===== src/logic/twimr_pkg.sv =====
// constants and types shared by the two-wire master transmit block
`default_nettype none
package twimr_pkg;
  localparam int CLK_PERIOD_NS   = 25;
  localparam int START_DELAY_NS  = 1615;
  localparam int START_DELAY_CYC = (START_DELAY_NS + CLK_PERIOD_NS - 1) / CLK_PERIOD_NS;
  localparam int BIT_RATE_KBPS   = 100;
  localparam int BIT_PERIOD_NS   = 1000000 / BIT_RATE_KBPS;
  localparam int QUARTER_CYC     = BIT_PERIOD_NS / (4 * CLK_PERIOD_NS);
  localparam int CNT_W           = 13;
  localparam int LIST_W          = 2;
  localparam int SLV_W           = 7;
  localparam int EVT_W           = 3;
  localparam logic [11:0] OFS_TASK_TX    = 12'h000;
  localparam logic [11:0] OFS_TASK_RX    = 12'h004;
  localparam logic [11:0] OFS_EVT_STATUS = 12'h104;
  localparam logic [11:0] OFS_BUSY       = 12'h108;
  localparam logic [11:0] OFS_IRQ_EN     = 12'h300;
  localparam logic [11:0] OFS_IRQ_CLR    = 12'h308;
  localparam logic [11:0] OFS_ERR_SRC    = 12'h4c4;
  localparam logic [11:0] OFS_BUFFER_BYTE_LIMIT     = 12'h548;
  localparam logic [11:0] OFS_BYTES_MOVED_COUNT     = 12'h54c;
  localparam logic [11:0] OFS_LIST       = 12'h550;
  localparam logic [11:0] OFS_ADDRESS    = 12'h588;
  localparam int EVT_STOPPED = 0;
  localparam int EVT_ERROR   = 1;
  localparam int EVT_STARTED = 2;
  localparam int ERR_ANACK   = 1;
  localparam int ERR_DATA_REFUSED_FLAG   = 2;
  localparam logic [LIST_W-1:0] LIST_OFF   = 2'h0;
  localparam logic [LIST_W-1:0] LIST_ARRAY = 2'h1;
  localparam logic [CNT_W-1:0]  RST_CNT    = 13'h0000;
  localparam logic [LIST_W-1:0] RST_LIST   = 2'h0;
  localparam logic [SLV_W-1:0]  RST_SLV    = 7'h00;
  localparam logic [EVT_W-1:0]  RST_EVT    = 3'h0;
  typedef enum logic [1:0] {
    twimr_op_start,
    twimr_op_byte,
    twimr_op_stop
  } twimr_op_t;
endpackage
`default_nettype wire


===== src/logic/twimr_bit_if.sv =====
// handshake between the transaction sequencer and the bit engine
`default_nettype none
interface twimr_bit_if;
  twimr_pkg::twimr_op_t op;
  logic                 go;
  logic [7:0]           tx_byte;
  logic                 done;
  logic                 refused;
  modport ctrl (output op, output go, output tx_byte, input done, input refused);
  modport eng  (input op, input go, input tx_byte, output done, output refused);
endinterface
`default_nettype wire


===== src/logic/twimr_bit_engine.sv =====
// bit engine: start, byte with acknowledge, stop, with clock stretching
`default_nettype none
module twimr_bit_engine #(
  parameter int QUARTER = twimr_pkg::QUARTER_CYC
) (
  input  wire logic    pclk,
  input  wire logic    presetn,
  input  wire logic    scl_sync,
  input  wire logic    sda_sync,
  output var  logic    scl_oe,
  output var  logic    sda_oe,
  twimr_bit_if.eng     bus
);
  typedef enum {twimr_e_idle, twimr_e_run} twimr_estate_t;
  twimr_estate_t        state;
  twimr_pkg::twimr_op_t op_q;
  logic [15:0]          qcnt;
  logic [1:0]           phase;
  logic [3:0]           bitn;
  logic [8:0]           shreg;
  logic                 tick;
  logic                 stall;

  initial begin
    if (QUARTER < 2 || QUARTER > 65535) $error("quarter period out of range");
  end

  // slave holding scl low stretches the high phase
  assign stall = (phase == 2'd2) && !scl_sync && (op_q != twimr_pkg::twimr_op_start);
  assign tick  = (qcnt == 16'(QUARTER - 1)) && !stall;

  always_ff @(posedge pclk or negedge presetn) begin
    if (!presetn) begin
      state    <= twimr_e_idle;
      op_q     <= twimr_pkg::twimr_op_start;
      qcnt     <= 16'h0000;
      phase    <= 2'h0;
      bitn     <= 4'h0;
      shreg    <= 9'h000;
      scl_oe   <= 1'b0;
      sda_oe   <= 1'b0;
      bus.done <= 1'b0;
      bus.refused <= 1'b0;
    end else begin
      bus.done <= 1'b0;
      case (state)
        twimr_e_idle: begin
          if (bus.go) begin
            state <= twimr_e_run;
            op_q  <= bus.op;
            qcnt  <= (bus.op == twimr_pkg::twimr_op_start) ? 16'(QUARTER - 1) : 16'h0000;
            phase <= 2'h0;
            bitn  <= 4'h0;
            shreg <= {bus.tx_byte, 1'b1};
          end
        end
        default: begin
          if (!stall) begin
            qcnt <= tick ? 16'h0000 : qcnt + 16'h0001;
          end
          if (tick) begin
            phase <= phase + 2'h1;
            case (op_q)
              twimr_pkg::twimr_op_start: begin
                if (phase == 2'h0) begin
                  sda_oe <= 1'b1;
                end else begin
                  scl_oe   <= 1'b1;
                  bus.done <= 1'b1;
                  state    <= twimr_e_idle;
                end
              end
              twimr_pkg::twimr_op_byte: begin
                if (phase == 2'h0) begin
                  sda_oe <= ~shreg[8];
                end else if (phase == 2'h1) begin
                  scl_oe <= 1'b0;
                end else if (phase == 2'h2) begin
                  if (bitn == 4'h8) bus.refused <= sda_sync;
                end else begin
                  scl_oe <= 1'b1;
                  shreg  <= {shreg[7:0], 1'b1};
                  bitn   <= bitn + 4'h1;
                  if (bitn == 4'h8) begin
                    bus.done <= 1'b1;
                    state    <= twimr_e_idle;
                  end
                end
              end
              default: begin
                if (phase == 2'h0) begin
                  sda_oe <= 1'b1;
                end else if (phase == 2'h1) begin
                  scl_oe <= 1'b0;
                end else if (phase == 2'h2) begin
                  sda_oe <= 1'b0;
                end else begin
                  bus.done <= 1'b1;
                  state    <= twimr_e_idle;
                end
              end
            endcase
          end
        end
      endcase
    end
  end
endmodule
`default_nettype wire


===== src/logic/twimr_top.sv =====
// two-wire master transmit sequencer with apb registers
// Function
// - software sets how many bytes one transmission may fetch, zero to 0x1fff
// - read-only count of bytes sent last time, refused byte included
// - list setting: 0 turns list off, 1 selects array list stepping
// - programmed slave address goes into the address phase of every transfer
// - bus activity begins about 1.615 us after a start command
// - refused data byte sets a sticky flag, cleared by writing one
`default_nettype none
module twimr_top #(
  parameter int RAM_AW = 16
) (
  input  wire logic              pclk,
  input  wire logic              presetn,
  input  wire logic [11:0]       paddr,
  input  wire logic              psel,
  input  wire logic              penable,
  input  wire logic              pwrite,
  input  wire logic [31:0]       pwdata,
  output var  logic [31:0]       prdata,
  output var  logic              pready,
  output var  logic              pslverr,
  output var  logic              irq,
  output var  logic              ram_rd_req,
  output var  logic [RAM_AW-1:0] ram_rd_addr,
  input  wire logic [7:0]        ram_rd_data,
  input  wire logic              ram_rd_valid,
  input  wire logic              scl_in,
  output wire logic              scl_out,
  output wire logic              scl_oe,
  input  wire logic              sda_in,
  output wire logic              sda_out,
  output wire logic              sda_oe
);
  localparam int CW = twimr_pkg::CNT_W;
  localparam int EW = twimr_pkg::EVT_W;

  typedef enum {
    twimr_idle,
    twimr_delay,
    twimr_start,
    twimr_addr,
    twimr_fetch,
    twimr_data,
    twimr_stop
  } twimr_state_t;

  initial begin
    if (RAM_AW < CW) $error("ram address narrower than the byte counter");
  end

  // registers
  logic [CW-1:0]                 buffer_byte_limit;
  logic [CW-1:0]                 bytes_moved_count;
  logic [twimr_pkg::LIST_W-1:0]  tx_list_type;
  logic [twimr_pkg::SLV_W-1:0]   target_slave_address;
  logic [EW-1:0]                 evt_status;
  logic [EW-1:0]                 irq_enable;
  logic                          addr_refused_flag;
  logic                          data_refused_flag;

  // sequencer state
  twimr_state_t                  state;
  logic [15:0]                   delay_cnt;
  logic                          dir_rx;
  logic                          issued;
  logic [CW-1:0]                 limit_q;
  logic [CW-1:0]                 sent_cnt;
  logic [RAM_AW-1:0]             list_base;
  logic [7:0]                    data_q;
  logic                          set_anack;
  logic                          set_data_refused_flag;
  logic                          set_stopped;
  logic                          set_started;

  // apb strobes
  logic                          acc;
  logic                          wr;
  logic                          rd;
  logic                          cmd_tx;
  logic                          cmd_rx;
  logic [EW-1:0]                 clr_evt;
  logic [31:0]                   next_prdata;

  // pin synchronisers
  logic                          scl_s1;
  logic                          scl_s2;
  logic                          sda_s1;
  logic                          sda_s2;

  twimr_bit_if                   bit_bus ();

  // open drain: the pins are only ever pulled low
  assign scl_out = 1'b0;
  assign sda_out = 1'b0;

  function automatic logic mapped(input logic [11:0] a);
    mapped = (a == twimr_pkg::OFS_TASK_TX)    || (a == twimr_pkg::OFS_TASK_RX)  ||
             (a == twimr_pkg::OFS_EVT_STATUS) || (a == twimr_pkg::OFS_BUSY)     ||
             (a == twimr_pkg::OFS_IRQ_EN)     || (a == twimr_pkg::OFS_IRQ_CLR)  ||
             (a == twimr_pkg::OFS_ERR_SRC)    || (a == twimr_pkg::OFS_BUFFER_BYTE_LIMIT)   ||
             (a == twimr_pkg::OFS_BYTES_MOVED_COUNT)     || (a == twimr_pkg::OFS_LIST)     ||
             (a == twimr_pkg::OFS_ADDRESS);
  endfunction

  always_ff @(posedge pclk or negedge presetn) begin
    if (!presetn) begin
      scl_s1 <= 1'b1;
      scl_s2 <= 1'b1;
      sda_s1 <= 1'b1;
      sda_s2 <= 1'b1;
    end else begin
      scl_s1 <= scl_in;
      scl_s2 <= scl_s1;
      sda_s1 <= sda_in;
      sda_s2 <= sda_s1;
    end
  end

  twimr_bit_engine #(
    .QUARTER (twimr_pkg::QUARTER_CYC)
  ) u_engine (
    .pclk     (pclk),
    .presetn  (presetn),
    .scl_sync (scl_s2),
    .sda_sync (sda_s2),
    .scl_oe   (scl_oe),
    .sda_oe   (sda_oe),
    .bus      (bit_bus.eng)
  );

  // apb: one wait state, then answer
  assign acc     = psel && penable && pready;
  assign wr      = acc && pwrite;
  assign rd      = acc && !pwrite;
  assign cmd_tx  = wr && (paddr == twimr_pkg::OFS_TASK_TX) && pwdata[0];
  assign cmd_rx  = wr && (paddr == twimr_pkg::OFS_TASK_RX) && pwdata[0];
  assign clr_evt = (wr && (paddr == twimr_pkg::OFS_IRQ_CLR)) ? pwdata[EW-1:0] : '0;

  always_ff @(posedge pclk or negedge presetn) begin
    if (!presetn) begin
      pready  <= 1'b0;
      pslverr <= 1'b0;
      prdata  <= 32'h00000000;
    end else begin
      pready  <= psel && penable && !pready;
      pslverr <= psel && penable && !pready && !mapped(paddr);
      prdata  <= (psel && penable && !pready && !pwrite) ? next_prdata : 32'h00000000;
    end
  end

  always_comb begin
    next_prdata = 32'h00000000;
    if (paddr == twimr_pkg::OFS_EVT_STATUS) begin
      next_prdata[EW-1:0] = evt_status;
    end else if (paddr == twimr_pkg::OFS_BUSY) begin
      next_prdata[0] = (state != twimr_idle);
    end else if (paddr == twimr_pkg::OFS_IRQ_EN) begin
      next_prdata[EW-1:0] = irq_enable;
    end else if (paddr == twimr_pkg::OFS_ERR_SRC) begin
      next_prdata[twimr_pkg::ERR_ANACK] = addr_refused_flag;
      next_prdata[twimr_pkg::ERR_DATA_REFUSED_FLAG] = data_refused_flag;
    end else if (paddr == twimr_pkg::OFS_BUFFER_BYTE_LIMIT) begin
      next_prdata[CW-1:0] = buffer_byte_limit;
    end else if (paddr == twimr_pkg::OFS_BYTES_MOVED_COUNT) begin
      next_prdata[CW-1:0] = bytes_moved_count;
    end else if (paddr == twimr_pkg::OFS_LIST) begin
      next_prdata[twimr_pkg::LIST_W-1:0] = tx_list_type;
    end else if (paddr == twimr_pkg::OFS_ADDRESS) begin
      next_prdata[twimr_pkg::SLV_W-1:0] = target_slave_address;
    end
  end

  // software-written configuration
  always_ff @(posedge pclk or negedge presetn) begin
    if (!presetn) begin
      buffer_byte_limit    <= twimr_pkg::RST_CNT;
      tx_list_type         <= twimr_pkg::RST_LIST;
      target_slave_address <= twimr_pkg::RST_SLV;
      irq_enable           <= twimr_pkg::RST_EVT;
    end else if (wr) begin
      if (paddr == twimr_pkg::OFS_BUFFER_BYTE_LIMIT) begin
        buffer_byte_limit <= pwdata[CW-1:0];
      end else if (paddr == twimr_pkg::OFS_LIST) begin
        tx_list_type <= pwdata[twimr_pkg::LIST_W-1:0];
      end else if (paddr == twimr_pkg::OFS_ADDRESS) begin
        target_slave_address <= pwdata[twimr_pkg::SLV_W-1:0];
      end else if (paddr == twimr_pkg::OFS_IRQ_EN) begin
        irq_enable <= pwdata[EW-1:0];
      end
    end
  end

  // refusal flags: a new refusal wins over a write-one clear
  always_ff @(posedge pclk or negedge presetn) begin
    if (!presetn) begin
      addr_refused_flag <= 1'b0;
      data_refused_flag <= 1'b0;
    end else begin
      if (set_anack) begin
        addr_refused_flag <= 1'b1;
      end else if (wr && (paddr == twimr_pkg::OFS_ERR_SRC) && pwdata[twimr_pkg::ERR_ANACK]) begin
        addr_refused_flag <= 1'b0;
      end
      if (set_data_refused_flag) begin
        data_refused_flag <= 1'b1;
      end else if (wr && (paddr == twimr_pkg::OFS_ERR_SRC) && pwdata[twimr_pkg::ERR_DATA_REFUSED_FLAG]) begin
        data_refused_flag <= 1'b0;
      end
    end
  end

  // sticky events, set wins over clear
  always_ff @(posedge pclk or negedge presetn) begin
    if (!presetn) begin
      evt_status <= twimr_pkg::RST_EVT;
    end else begin
      evt_status <= (evt_status & ~clr_evt) |
                    (EW'(set_stopped) << twimr_pkg::EVT_STOPPED) |
                    (EW'(set_anack || set_data_refused_flag) << twimr_pkg::EVT_ERROR) |
                    (EW'(set_started) << twimr_pkg::EVT_STARTED);
    end
  end

  always_ff @(posedge pclk or negedge presetn) begin
    if (!presetn) begin
      irq <= 1'b0;
    end else begin
      irq <= |(evt_status & irq_enable);
    end
  end

  // transaction sequencer
  always_ff @(posedge pclk or negedge presetn) begin
    if (!presetn) begin
      state             <= twimr_idle;
      delay_cnt         <= 16'h0000;
      dir_rx            <= 1'b0;
      issued            <= 1'b0;
      limit_q           <= twimr_pkg::RST_CNT;
      sent_cnt          <= twimr_pkg::RST_CNT;
      bytes_moved_count <= twimr_pkg::RST_CNT;
      list_base         <= '0;
      data_q            <= 8'h00;
      ram_rd_req        <= 1'b0;
      ram_rd_addr       <= '0;
      bit_bus.go        <= 1'b0;
      bit_bus.op        <= twimr_pkg::twimr_op_start;
      bit_bus.tx_byte   <= 8'h00;
      set_anack         <= 1'b0;
      set_data_refused_flag         <= 1'b0;
      set_stopped       <= 1'b0;
      set_started       <= 1'b0;
    end else begin
      bit_bus.go  <= 1'b0;
      set_anack   <= 1'b0;
      set_data_refused_flag   <= 1'b0;
      set_stopped <= 1'b0;
      set_started <= 1'b0;
      case (state)
        twimr_idle: begin
          if (cmd_tx || cmd_rx) begin
            state     <= twimr_delay;
            dir_rx    <= cmd_rx && !cmd_tx;
            delay_cnt <= 16'h0000;
            limit_q   <= buffer_byte_limit;
            sent_cnt  <= twimr_pkg::RST_CNT;
            if (tx_list_type == twimr_pkg::LIST_OFF) begin
              list_base <= '0;
            end
          end
        end
        twimr_delay: begin
          delay_cnt <= delay_cnt + 16'h0001;
          if (delay_cnt == 16'(twimr_pkg::START_DELAY_CYC - 1)) begin
            state       <= twimr_start;
            set_started <= 1'b1;
          end
        end
        twimr_start: begin
          if (!issued) begin
            bit_bus.op <= twimr_pkg::twimr_op_start;
            bit_bus.go <= 1'b1;
            issued     <= 1'b1;
          end else if (bit_bus.done) begin
            issued <= 1'b0;
            state  <= twimr_addr;
          end
        end
        twimr_addr: begin
          if (!issued) begin
            bit_bus.op      <= twimr_pkg::twimr_op_byte;
            bit_bus.tx_byte <= {target_slave_address, dir_rx};
            bit_bus.go      <= 1'b1;
            issued          <= 1'b1;
          end else if (bit_bus.done) begin
            issued <= 1'b0;
            if (bit_bus.refused) begin
              set_anack <= 1'b1;
              state     <= twimr_stop;
            end else if (dir_rx || (limit_q == twimr_pkg::RST_CNT)) begin
              state <= twimr_stop;
            end else begin
              state <= twimr_fetch;
            end
          end
        end
        twimr_fetch: begin
          if (!ram_rd_req) begin
            ram_rd_req  <= 1'b1;
            ram_rd_addr <= list_base + RAM_AW'(sent_cnt);
          end else if (ram_rd_valid) begin
            ram_rd_req <= 1'b0;
            data_q     <= ram_rd_data;
            state      <= twimr_data;
          end
        end
        twimr_data: begin
          if (!issued) begin
            bit_bus.op      <= twimr_pkg::twimr_op_byte;
            bit_bus.tx_byte <= data_q;
            bit_bus.go      <= 1'b1;
            issued          <= 1'b1;
          end else if (bit_bus.done) begin
            issued   <= 1'b0;
            sent_cnt <= sent_cnt + 13'h0001;
            if (bit_bus.refused) begin
              set_data_refused_flag <= 1'b1;
              state     <= twimr_stop;
            end else if (sent_cnt + 13'h0001 >= limit_q) begin
              state <= twimr_stop;
            end else begin
              state <= twimr_fetch;
            end
          end
        end
        default: begin
          if (!issued) begin
            bit_bus.op <= twimr_pkg::twimr_op_stop;
            bit_bus.go <= 1'b1;
            issued     <= 1'b1;
          end else if (bit_bus.done) begin
            issued            <= 1'b0;
            state             <= twimr_idle;
            set_stopped       <= 1'b1;
            bytes_moved_count <= sent_cnt;
            if (tx_list_type == twimr_pkg::LIST_ARRAY && !dir_rx) begin
              list_base <= list_base + RAM_AW'(limit_q);
            end
          end
        end
      endcase
    end
  end
endmodule
`default_nettype wire


===== config.mk =====
export PLATFORM = sky130hd
export DESIGN_NAME = twimr_top
export DESIGN_NICKNAME = d
export VERILOG_FILES = /design/src/logic/twimr_pkg.sv /design/src/logic/twimr_bit_if.sv /design/src/logic/twimr_bit_engine.sv /design/src/logic/twimr_top.sv
export SDC_FILE = /design/constraint.sdc
export NUM_CORES = 1
export LEC_CHECK = 0
export BUFFER_PORTS_ARGS = -buffer_cell sky130_fd_sc_hd__buf_4
export CAP_MARGIN = 20
export CELL_PAD_IN_SITES_DETAIL_PLACEMENT = 1
export CELL_PAD_IN_SITES_GLOBAL_PLACEMENT = 2
export CORE_UTILIZATION = 34
export CTS_CLUSTER_SIZE = 28
export DETAILED_ROUTE_END_ITERATION = 8
export PLACE_DENSITY = 0.76
export SLEW_MARGIN = 15
export SYNTH_ARGS = -nofsm -noshare
export SYNTH_HDL_FRONTEND = slang
export SYNTH_SLANG_ARGS = --single-unit

===== constraint.sdc =====
create_clock -name pclk -period 2.56 [get_ports pclk]
set_input_delay 0.128 -clock pclk [delete_from_list [all_inputs] [get_ports pclk]]
set_output_delay 0.128 -clock pclk [all_outputs]
set_load 0.02 [all_outputs]

==> results.md, run 1 <==
* Power, Total at 10.0 mW
* Vias in the first global route at 9539
* Crit path max fanout at 7
* Async SR Flop Fraction at 100%
* Flop2flop setup slack at 40 ps
* Peak supply drop at 0.487 mV
* Root buf cell: clkbuf_16
* Most common cell after layout, fill and taps aside: dfrtp_1
* Worst Path Arrival at 2970 ps
* Crit path cell chain: buf_4 -> nand3_1 -> nor2_1 -> and3_1 -> nand3_1 -> xnor2_1 -> ha_1 -> and4_4 -> nand2_1 -> a21oi_1 -> o41ai_1 -> a32o_1 -> a21oi_1
* Crit end category: flop
* Combinational power share at 23.8%
* Post-Layout Cell Count at 1727
* Slew Limit Fails at 0
* Avg Vias per Cell at 5.20
* Die Area at 0.0327 mm2
* Sequential power share at 36.7%
* FMAX at 397 MHz
* Yosys warnings at 0
* Psw at 2.95 mW
* Antenna-violating nets left at 0
* Die width at 181 um
* Number of synthesized flops with an enable pin at 0
* RSZ-0062 raised after global routing: yes
* Worst skew pair latency at 520 ps
* Antenna cells at 0
* # IOs at 116
* GP Congestion at 0.834
* Num rows at 65
* Tcrit/Tclk final at 98.3%
* Internal power at 7.09 mW
* Leakage at 6.58 nW
* Post-route cell area at 0.0137 mm2
* Synth cell types at 76
* Final nets at 1417
* Final worst slack at 42.3 ps
* Placed Instances at 1646
* Share of layout cells above drive strength 1 at 20.8%
* WP data required at 3010 ps
* Worst R2R Path Depth at 13
* DP Wirelength at 23.2 mm
* Syn avg cell area at 9.59 um2
* TritonRoute pass-1 iters at 7
* Setup crit start kind: flop
* PwrDens at 733 mW/mm2
* Congestion Overflow GR at 0
* Hold Crit Start: paddr[5]
* P&R area growth vs syn at 26.1%
* Initial Util at 34.5%
* Pin count of the biggest net entering global routing at 75
* Total Wirelength at 31.5 mm
* Initial antenna violation count at 0
* Register area at 0.00511 mm2
* Clock sinks at 204
* Number of synthesized register bits at 204
* Fin crit period at 2520 ps
* Failing checks: design-rule violations
* Critical path's largest stage delay at 350 ps
* Switching share of power at 29.4%
* FF-to-FF End: state[1]
* Seq/Total Area, Yosys at 47.0%
* Most frequent cells in the layout: dfrtp_1, nand2_1, buf_4, o21ai_0, nor2_1
* WS Path Type: reg2reg
* Mapped Cells at 1133
* Filler cell count at 3551
* WL per Instance at 18.2 um
* Pre-CTS setup slack at -2.24 ps
* Max Root-Sink Buffers at 3
* Max-slew headroom at 54.4%
* Status: finished with violations
* Setup Viol. Count Final at 0
* Port Buffer Count at 75
* Area of the multi-input gates at 0.00547 mm2
* First-pass GRT wire length at 51.7 mm
* CP max stage cell: dfrtp_1
* WHS Endpoint: tx_list_type[0]
* Slew @ Worst Pin at 681 ps
* RR Startpoint: sent_cnt[0]
* Post-Syn Area at 0.0109 mm2
* # DRC at 2
* Synth Flop Type: dfrtp_1
* Number of CTS-inserted buffers at 25
* Maximum capacitance violations at 0
* Clock Power Share at 39.5%
* Clk_skew at 13.0 ps
* Core area at 0.0315 mm2
* Worst min path class: in2reg
* DRT iter0 DRCs at 423
* Cell Area, Placed at 0.0123 mm2
* Chip height at 181 um
* Worst hold path stage count at 4
* Final Hold Fails at 0
* H-tree levels at 1
* CTS tree: yes
* Via Count at 8976
* Clk pin slew, worst setup/hold paths at 60 ps
* GRT Util Overall at 19.7%
power groups by stage:
stage / clock network [mW] / logic (mW) / registers [mW]
after floorplan: 0 / 1.53 / 3.65
after global placement: 0 / 2.20 / 3.72
after detailed placement: 0 / 2.24 / 3.72
after CTS: 4.07 / 2.30 / 3.67
after global routing: 4.19 / 2.66 / 3.72
final: 3.97 / 2.39 / 3.68
logic make-up (layout without fill, tap and decap cells):
| kind of cell | count (synthesis) | in the layout | synth area share [%] |
|---|---|---|---|
| XOR/XNOR | 39 | 39 | 3.14 |
| buffers and inverters | 102 | 274 | 4.35 |
| other | 1 | 21 | 0.0345 |
| AO/OA/AOI/OAI | 262 | 262 | 15.0 |
| AND/OR/NAND/NOR | 416 | 416 | 18.6 |
| adder cells (fa/ha/maj) | 51 | 51 | 6.01 |
| multiplexers | 58 | 58 | 5.80 |
| flip-flops | 204 | 204 | 47.0 |
flip-flops by register name, summed over array words and instances (netlist names), 2 cells and up:
signal and flops:
list_base 16, u_engine.bitn 4, target_slave_address 7, ram_rd_addr 16, u_engine.qcnt 16, u_engine.op_q 2
evt_status 3, bit_bus.tx_byte 8, state 3, bit_bus.op 2, limit_q 13, u_engine.phase 2
data_q 8, buffer_byte_limit 13, prdata 13, sent_cnt 13, tx_list_type 2, u_engine.shreg 9
delay_cnt 16, irq_enable 3, bytes_moved_count 13
how the worst max path moves through the flow:
stage / startpoint / end / slack, ps / cells after the start
6_report: sent_cnt[0] / state[1] / 40 / 13
5_1_grt: sent_cnt[0] / state[1] / -140 / 13
4_1_cts: sent_cnt[0] / state[1] / 9 / 13
3_5_place_dp: sent_cnt[0] / state[1] / -2 / 11
3_3_place_gp: u_engine.phase[0] / u_engine.qcnt[6] / 50 / 10
2_1_floorplan: sent_cnt[0] / state[1] / 3 / 11
metrics by stage:
stage | TNS, ps | util (%) | hold WS, ps
final | 0 | 43.5 | 28.7
after global routing | -222 | 43.5 | 46.0
after CTS | 0 | 43.1 | 16.4
after detailed placement | -2.24 | 39.2 | 208
after global placement | 0 | 39.2 | 201
after floorplan | 0 | - | -168
layer usage:
metal | global-route usage [%] | share of wire (%) | wire length [um] | vias to the layer above
li1 | - | - | - | 4336
met1 | 26.3 | 46 | 14500 | 4495
met2 | 33.8 | 49 | 15400 | 107
met3 | 2.34 | 2.8 | 870 | 38
met4 | 4.82 | 2.3 | 720 | 0
met5 | 0 | 0 | 0 | -
repair_timing:
action	in CTS	in global routing
setup endpoints to repair	2	21
buffers inserted	0	7
resized for setup	2	20
hold buffers	28	0
cloned	0	0
pin swaps	0	8
hold endpoints to repair	110	0
cell type report:
class | count | share of cell area (%)
clock buffer | 34 | 5.18
multi-input combinational | 847 | 40.0
clock inverter | 12 | 1.63
sequential | 204 | 37.3
timing repair buffer | 189 | 11.2
inverter | 39 | 1.07
tap | 402 | 3.67
cell usage after synthesis (15+ instances only):
master | number | area share, %
nor2_1 | 66 | 2.3
clkbuf_1 | 37 | 1.3
inv_1 | 39 | 1.3
nand2_1 | 176 | 6.1
nor4_1 | 18 | 1.0
xor2_1 | 17 | 1.4
buf_4 | 21 | 1.5
ha_1 | 49 | 5.6
o21ai_0 | 114 | 5.3
nand2b_1 | 19 | 1.1
a21o_1 | 15 | 1.0
dfrtp_1 | 200 | 46
xnor2_1 | 22 | 1.8
a21oi_1 | 36 | 1.7
nand3_1 | 39 | 1.8
mux2_2 | 34 | 3.5
mux2i_1 | 18 | 1.7
worst max-delay path, delay by kind of cell, from the launching register on:
family | cells | cell delay [ps]
flops | 1 | 350
buf+inv | 1 | 150
compound gates | 4 | 590
simple gates | 6 | 870
fa+ha+maj | 1 | 310
xor+xnor | 1 | 160
(Power assumes the default switching activity.)
==> run 2: changes to the inputs <==
--- a/config.mk
+++ b/config.mk
@@ -9,6 +9,7 @@
 export CAP_MARGIN = 20
 export CELL_PAD_IN_SITES_DETAIL_PLACEMENT = 1
 export CELL_PAD_IN_SITES_GLOBAL_PLACEMENT = 2
+export CORE_MARGIN = 2
 export CORE_UTILIZATION = 34
 export CTS_CLUSTER_SIZE = 28
 export DETAILED_ROUTE_END_ITERATION = 8
==> run 2 against run 1 <==
Against the previous run: the run now ends clean; register-to-register slack is essentially flat; power rose by 0.42%; via count rose by 0.46%; sequential cell count unchanged; clock skew down 2.0 ps; critical path depth is the same; fmax fell by 0.29%; clock power grew 1%; clock-buffer cell count grew 3; global-route usage down 0.32 points; utilization grew 0.17 points; largest cell class unchanged.
==> results.md, run 2 (synthesis gave the netlist of run 1 again) <==
* Final Hold Fails at 0 (unchanged)
* Clk pin slew, worst setup/hold paths at 60 ps (about the same)
* Hold Slack at 36.4 ps (was 28.7 ps)
* Peak supply drop at 0.435 mV (was 0.487 mV)
* Num rows at 65 (unchanged)
* Clk_skew at 11.0 ps (was 13.0 ps)
* Worst min path class: in2reg (unchanged)
* Crit path cell chain: ha_2 -> nand3_4 -> nor2_4 -> and3_4 -> nand3_1 -> xnor2_1 -> ha_1 -> and4_1 -> nand2_1 -> a21oi_2 -> o41ai_2 -> a32o_2 -> a21oi_2 (was buf_4 -> nand3_1 -> nor2_1 -> and3_1 -> nand3_1 -> xnor2_1 -> ha_1 -> and4_4 -> nand2_1 -> a21oi_1 -> o41ai_1 -> a32o_1 -> a21oi_1)
* CP max stage cell: dfrtp_1 (unchanged)
* Clock Power Share at 39.8% (was 39.5%)
* First-pass GRT wire length at 51.8 mm (was 51.7 mm)
* Antenna-violating nets left at 0 (unchanged)
* Root buf cell: clkbuf_16 (unchanged)
* Fin crit period at 2530 ps (was 2520 ps)
* Worst R2R Path Depth at 13 (unchanged)
* Max-slew headroom at 51.6% (was 54.4%)
* Crit end category: flop (unchanged)
* Initial Util at 34.5% (unchanged)
* Avg Vias per Cell at 5.23 (was 5.20)
* Switching share of power at 29.2% (was 29.4%)
* Finished Core Util at 43.7% (was 43.5%)
* Combinational power share at 23.5% (was 23.8%)
* Power, Total at 10.1 mW (was 10.0 mW)
* Worst Path Arrival at 2980 ps (was 2970 ps)
* GR peak layer: met2 (unchanged)
* Status: completed (was finished with violations)
* Slew @ Worst Pin at 724 ps (was 681 ps)
* Crit path top cell by count: a21oi_2
* Maximum capacitance violations at 0 (unchanged)
* RSZ-0062 raised after global routing: yes (unchanged)
* Total Wirelength at 31.6 mm (was 31.5 mm)
* Psw at 2.95 mW (about the same)
* Chip height at 183 um (was 181 um)
* GR met3 Demand/Resource at 2.18% (was 2.34%)
* P&R area growth vs syn at 26.6% (was 26.1%)
* Post-Layout Cell Count at 1725 (was 1727)
* M1 GR Usage at 25.9% (was 26.3%)
* Crit path buf inv count at 0 (was 1)
* Pin count of the biggest net entering global routing at 90 (was 75)
* Die width at 183 um (was 181 um)
* Number of CTS-inserted buffers at 26 (was 25)
* Die Area at 0.0334 mm2 (was 0.0327 mm2)
* Placed Instances at 1646 (unchanged)
* CTS tree: yes (unchanged)
* Clock sinks at 204 (unchanged)
* Slew Limit Fails at 0 (unchanged)
* DP Wirelength at 23.4 mm (was 23.2 mm)
* Final nets at 1416 (was 1417)
* Max Root-Sink Buffers at 3 (unchanged)
* Via Count at 9017 (was 8976)
* FMAX at 396 MHz (was 397 MHz)
* Met2 usage at 33.7% (was 33.8%)
* Internal power at 7.13 mW (was 7.09 mW)
* WS Path Type: reg2reg (unchanged)
* Setup crit start kind: flop (unchanged)
* Worst skew pair latency at 530 ps (was 520 ps)
* PwrDens at 733 mW/mm2 (about the same)
* Share of layout cells above drive strength 1 at 21.5% (was 20.8%)
* Sequential power share at 36.7% (about the same)
* DRT iter0 DRCs at 373 (was 423)
* Critical path's largest stage delay at 360 ps (was 350 ps)
* Worst path depth at 13 (unchanged)
* Most common cell after layout, fill and taps aside: dfrtp_1 (unchanged)
* Setup Viol. Count Final at 0 (unchanged)
* Core area at 0.0315 mm2 (unchanged)
* Antenna cells at 0 (unchanged)
* WL per Instance at 18.3 um (was 18.2 um)
* Congestion Overflow GR at 0 (unchanged)
* TritonRoute pass-1 iters at 4 (was 7)
* Leakage at 6.61 nW (was 6.58 nW)
* WP data required at 3010 ps (about the same)
* Vias in the first global route at 9543 (was 9539)
* Port Buffer Count at 75 (unchanged)
* # DRC at 0 (was 2)
* Worst hold path stage count at 4 (unchanged)
* GRT Util Overall at 19.3% (was 19.7%)
* H-tree levels at 1 (unchanged)
* # IOs at 116 (unchanged)
* Initial antenna violation count at 0 (unchanged)
* Crit path max fanout at 3 (was 7)
* Most frequent cells in the layout: dfrtp_1, nand2_1, buf_4, o21ai_0, nor2_1 (unchanged)
* Tcrit/Tclk final at 98.6% (was 98.3%)
* Filler cell count at 3552 (was 3551)
* GP Congestion at 0.843 (was 0.834)
* Crit-path leading delay family: simple AND/OR/NAND/NOR gates (unchanged)
## run 2: final timing paths
| path | to | slack [ps] | startpoint |
|---|---|---|---|
| worst max register to register | state[1] | 30 | sent_cnt[0] |
| worst min-delay path | tx_list_type[1] | 40 | paddr[5] |
| worst max-delay path | state[1] | 30 | sent_cnt[0] |
| worst min register to register | sda_s2 | 360 | sda_s1 |
| max in group asynchronous | delay_cnt[2] | 1570 | presetn |
| min in group asynchronous | u_engine.sda_oe | 130 | presetn |
## run 2: power groups by stage
stage	combinational, mW	clock (mW)	sequential [mW]
5_1_grt	2.67	4.25	3.74
4_1_cts	2.31	4.12	3.70
2_1_floorplan	1.53	0	3.65
3_3_place_gp	2.19	0	3.74
3_5_place_dp	2.25	0	3.75
6_report	2.37	4.01	3.70
## run 2: timing repair
action                                  CTS  global route
buffers inserted                          0             5
hold buffers                             28             0
endpoints found under the hold margin    93             0
pin swaps                                 2            13
endpoints found under the setup margin    3            16
resized for setup                         8            27
## run 2: metal layers
metal,share of wire (%),up-vias
met4,2.0,0
li1,-,4336
met2,49,104
met3,2.6,38
met5,0,-
met1,46,4539
## run 2: stage by stage
| stage | worst slack [ps] | setup TNS, ps | cell area (um2) |
|---|---|---|---|
| 6_report | 34.8 | 0 | 13800 |
| 2_1_floorplan | 2.67 | 0 | 10900 |
| 3_3_place_gp | -29.3 | -29.3 | 12300 |
| 3_5_place_dp | -90.4 | -127 | 12300 |
| 5_1_grt | -131 | -195 | 13800 |
| 4_1_cts | 8.34 | 0 | 13600 |
## run 2: layout make-up
| type | instances | area [um2] | area share (%) |
|---|---|---|---|
| Multi-Input combinational cell | 847 | 5520 | 40.1 |
| Sequential cell | 204 | 5110 | 37.2 |
| Timing Repair Buffer | 187 | 1520 | 11.1 |
| Tap cell | 402 | 503 | 3.66 |
| Clock inverter | 9 | 170 | 1.24 |
| Inverter | 39 | 146 | 1.06 |
| Clock buffer | 37 | 783 | 5.70 |
## run 2: worst reg2reg max path, stage by stage (launching register included)
cell and delay [ps]:
dfrtp_1 360, ha_2 210, nand3_4 90, nor2_4 120
and3_4 190, nand3_1 90, xnor2_1 160, ha_1 320
and4_1 210, nand2_1 70, a21oi_2 120, o41ai_2 90
a32o_2 280, a21oi_2 140
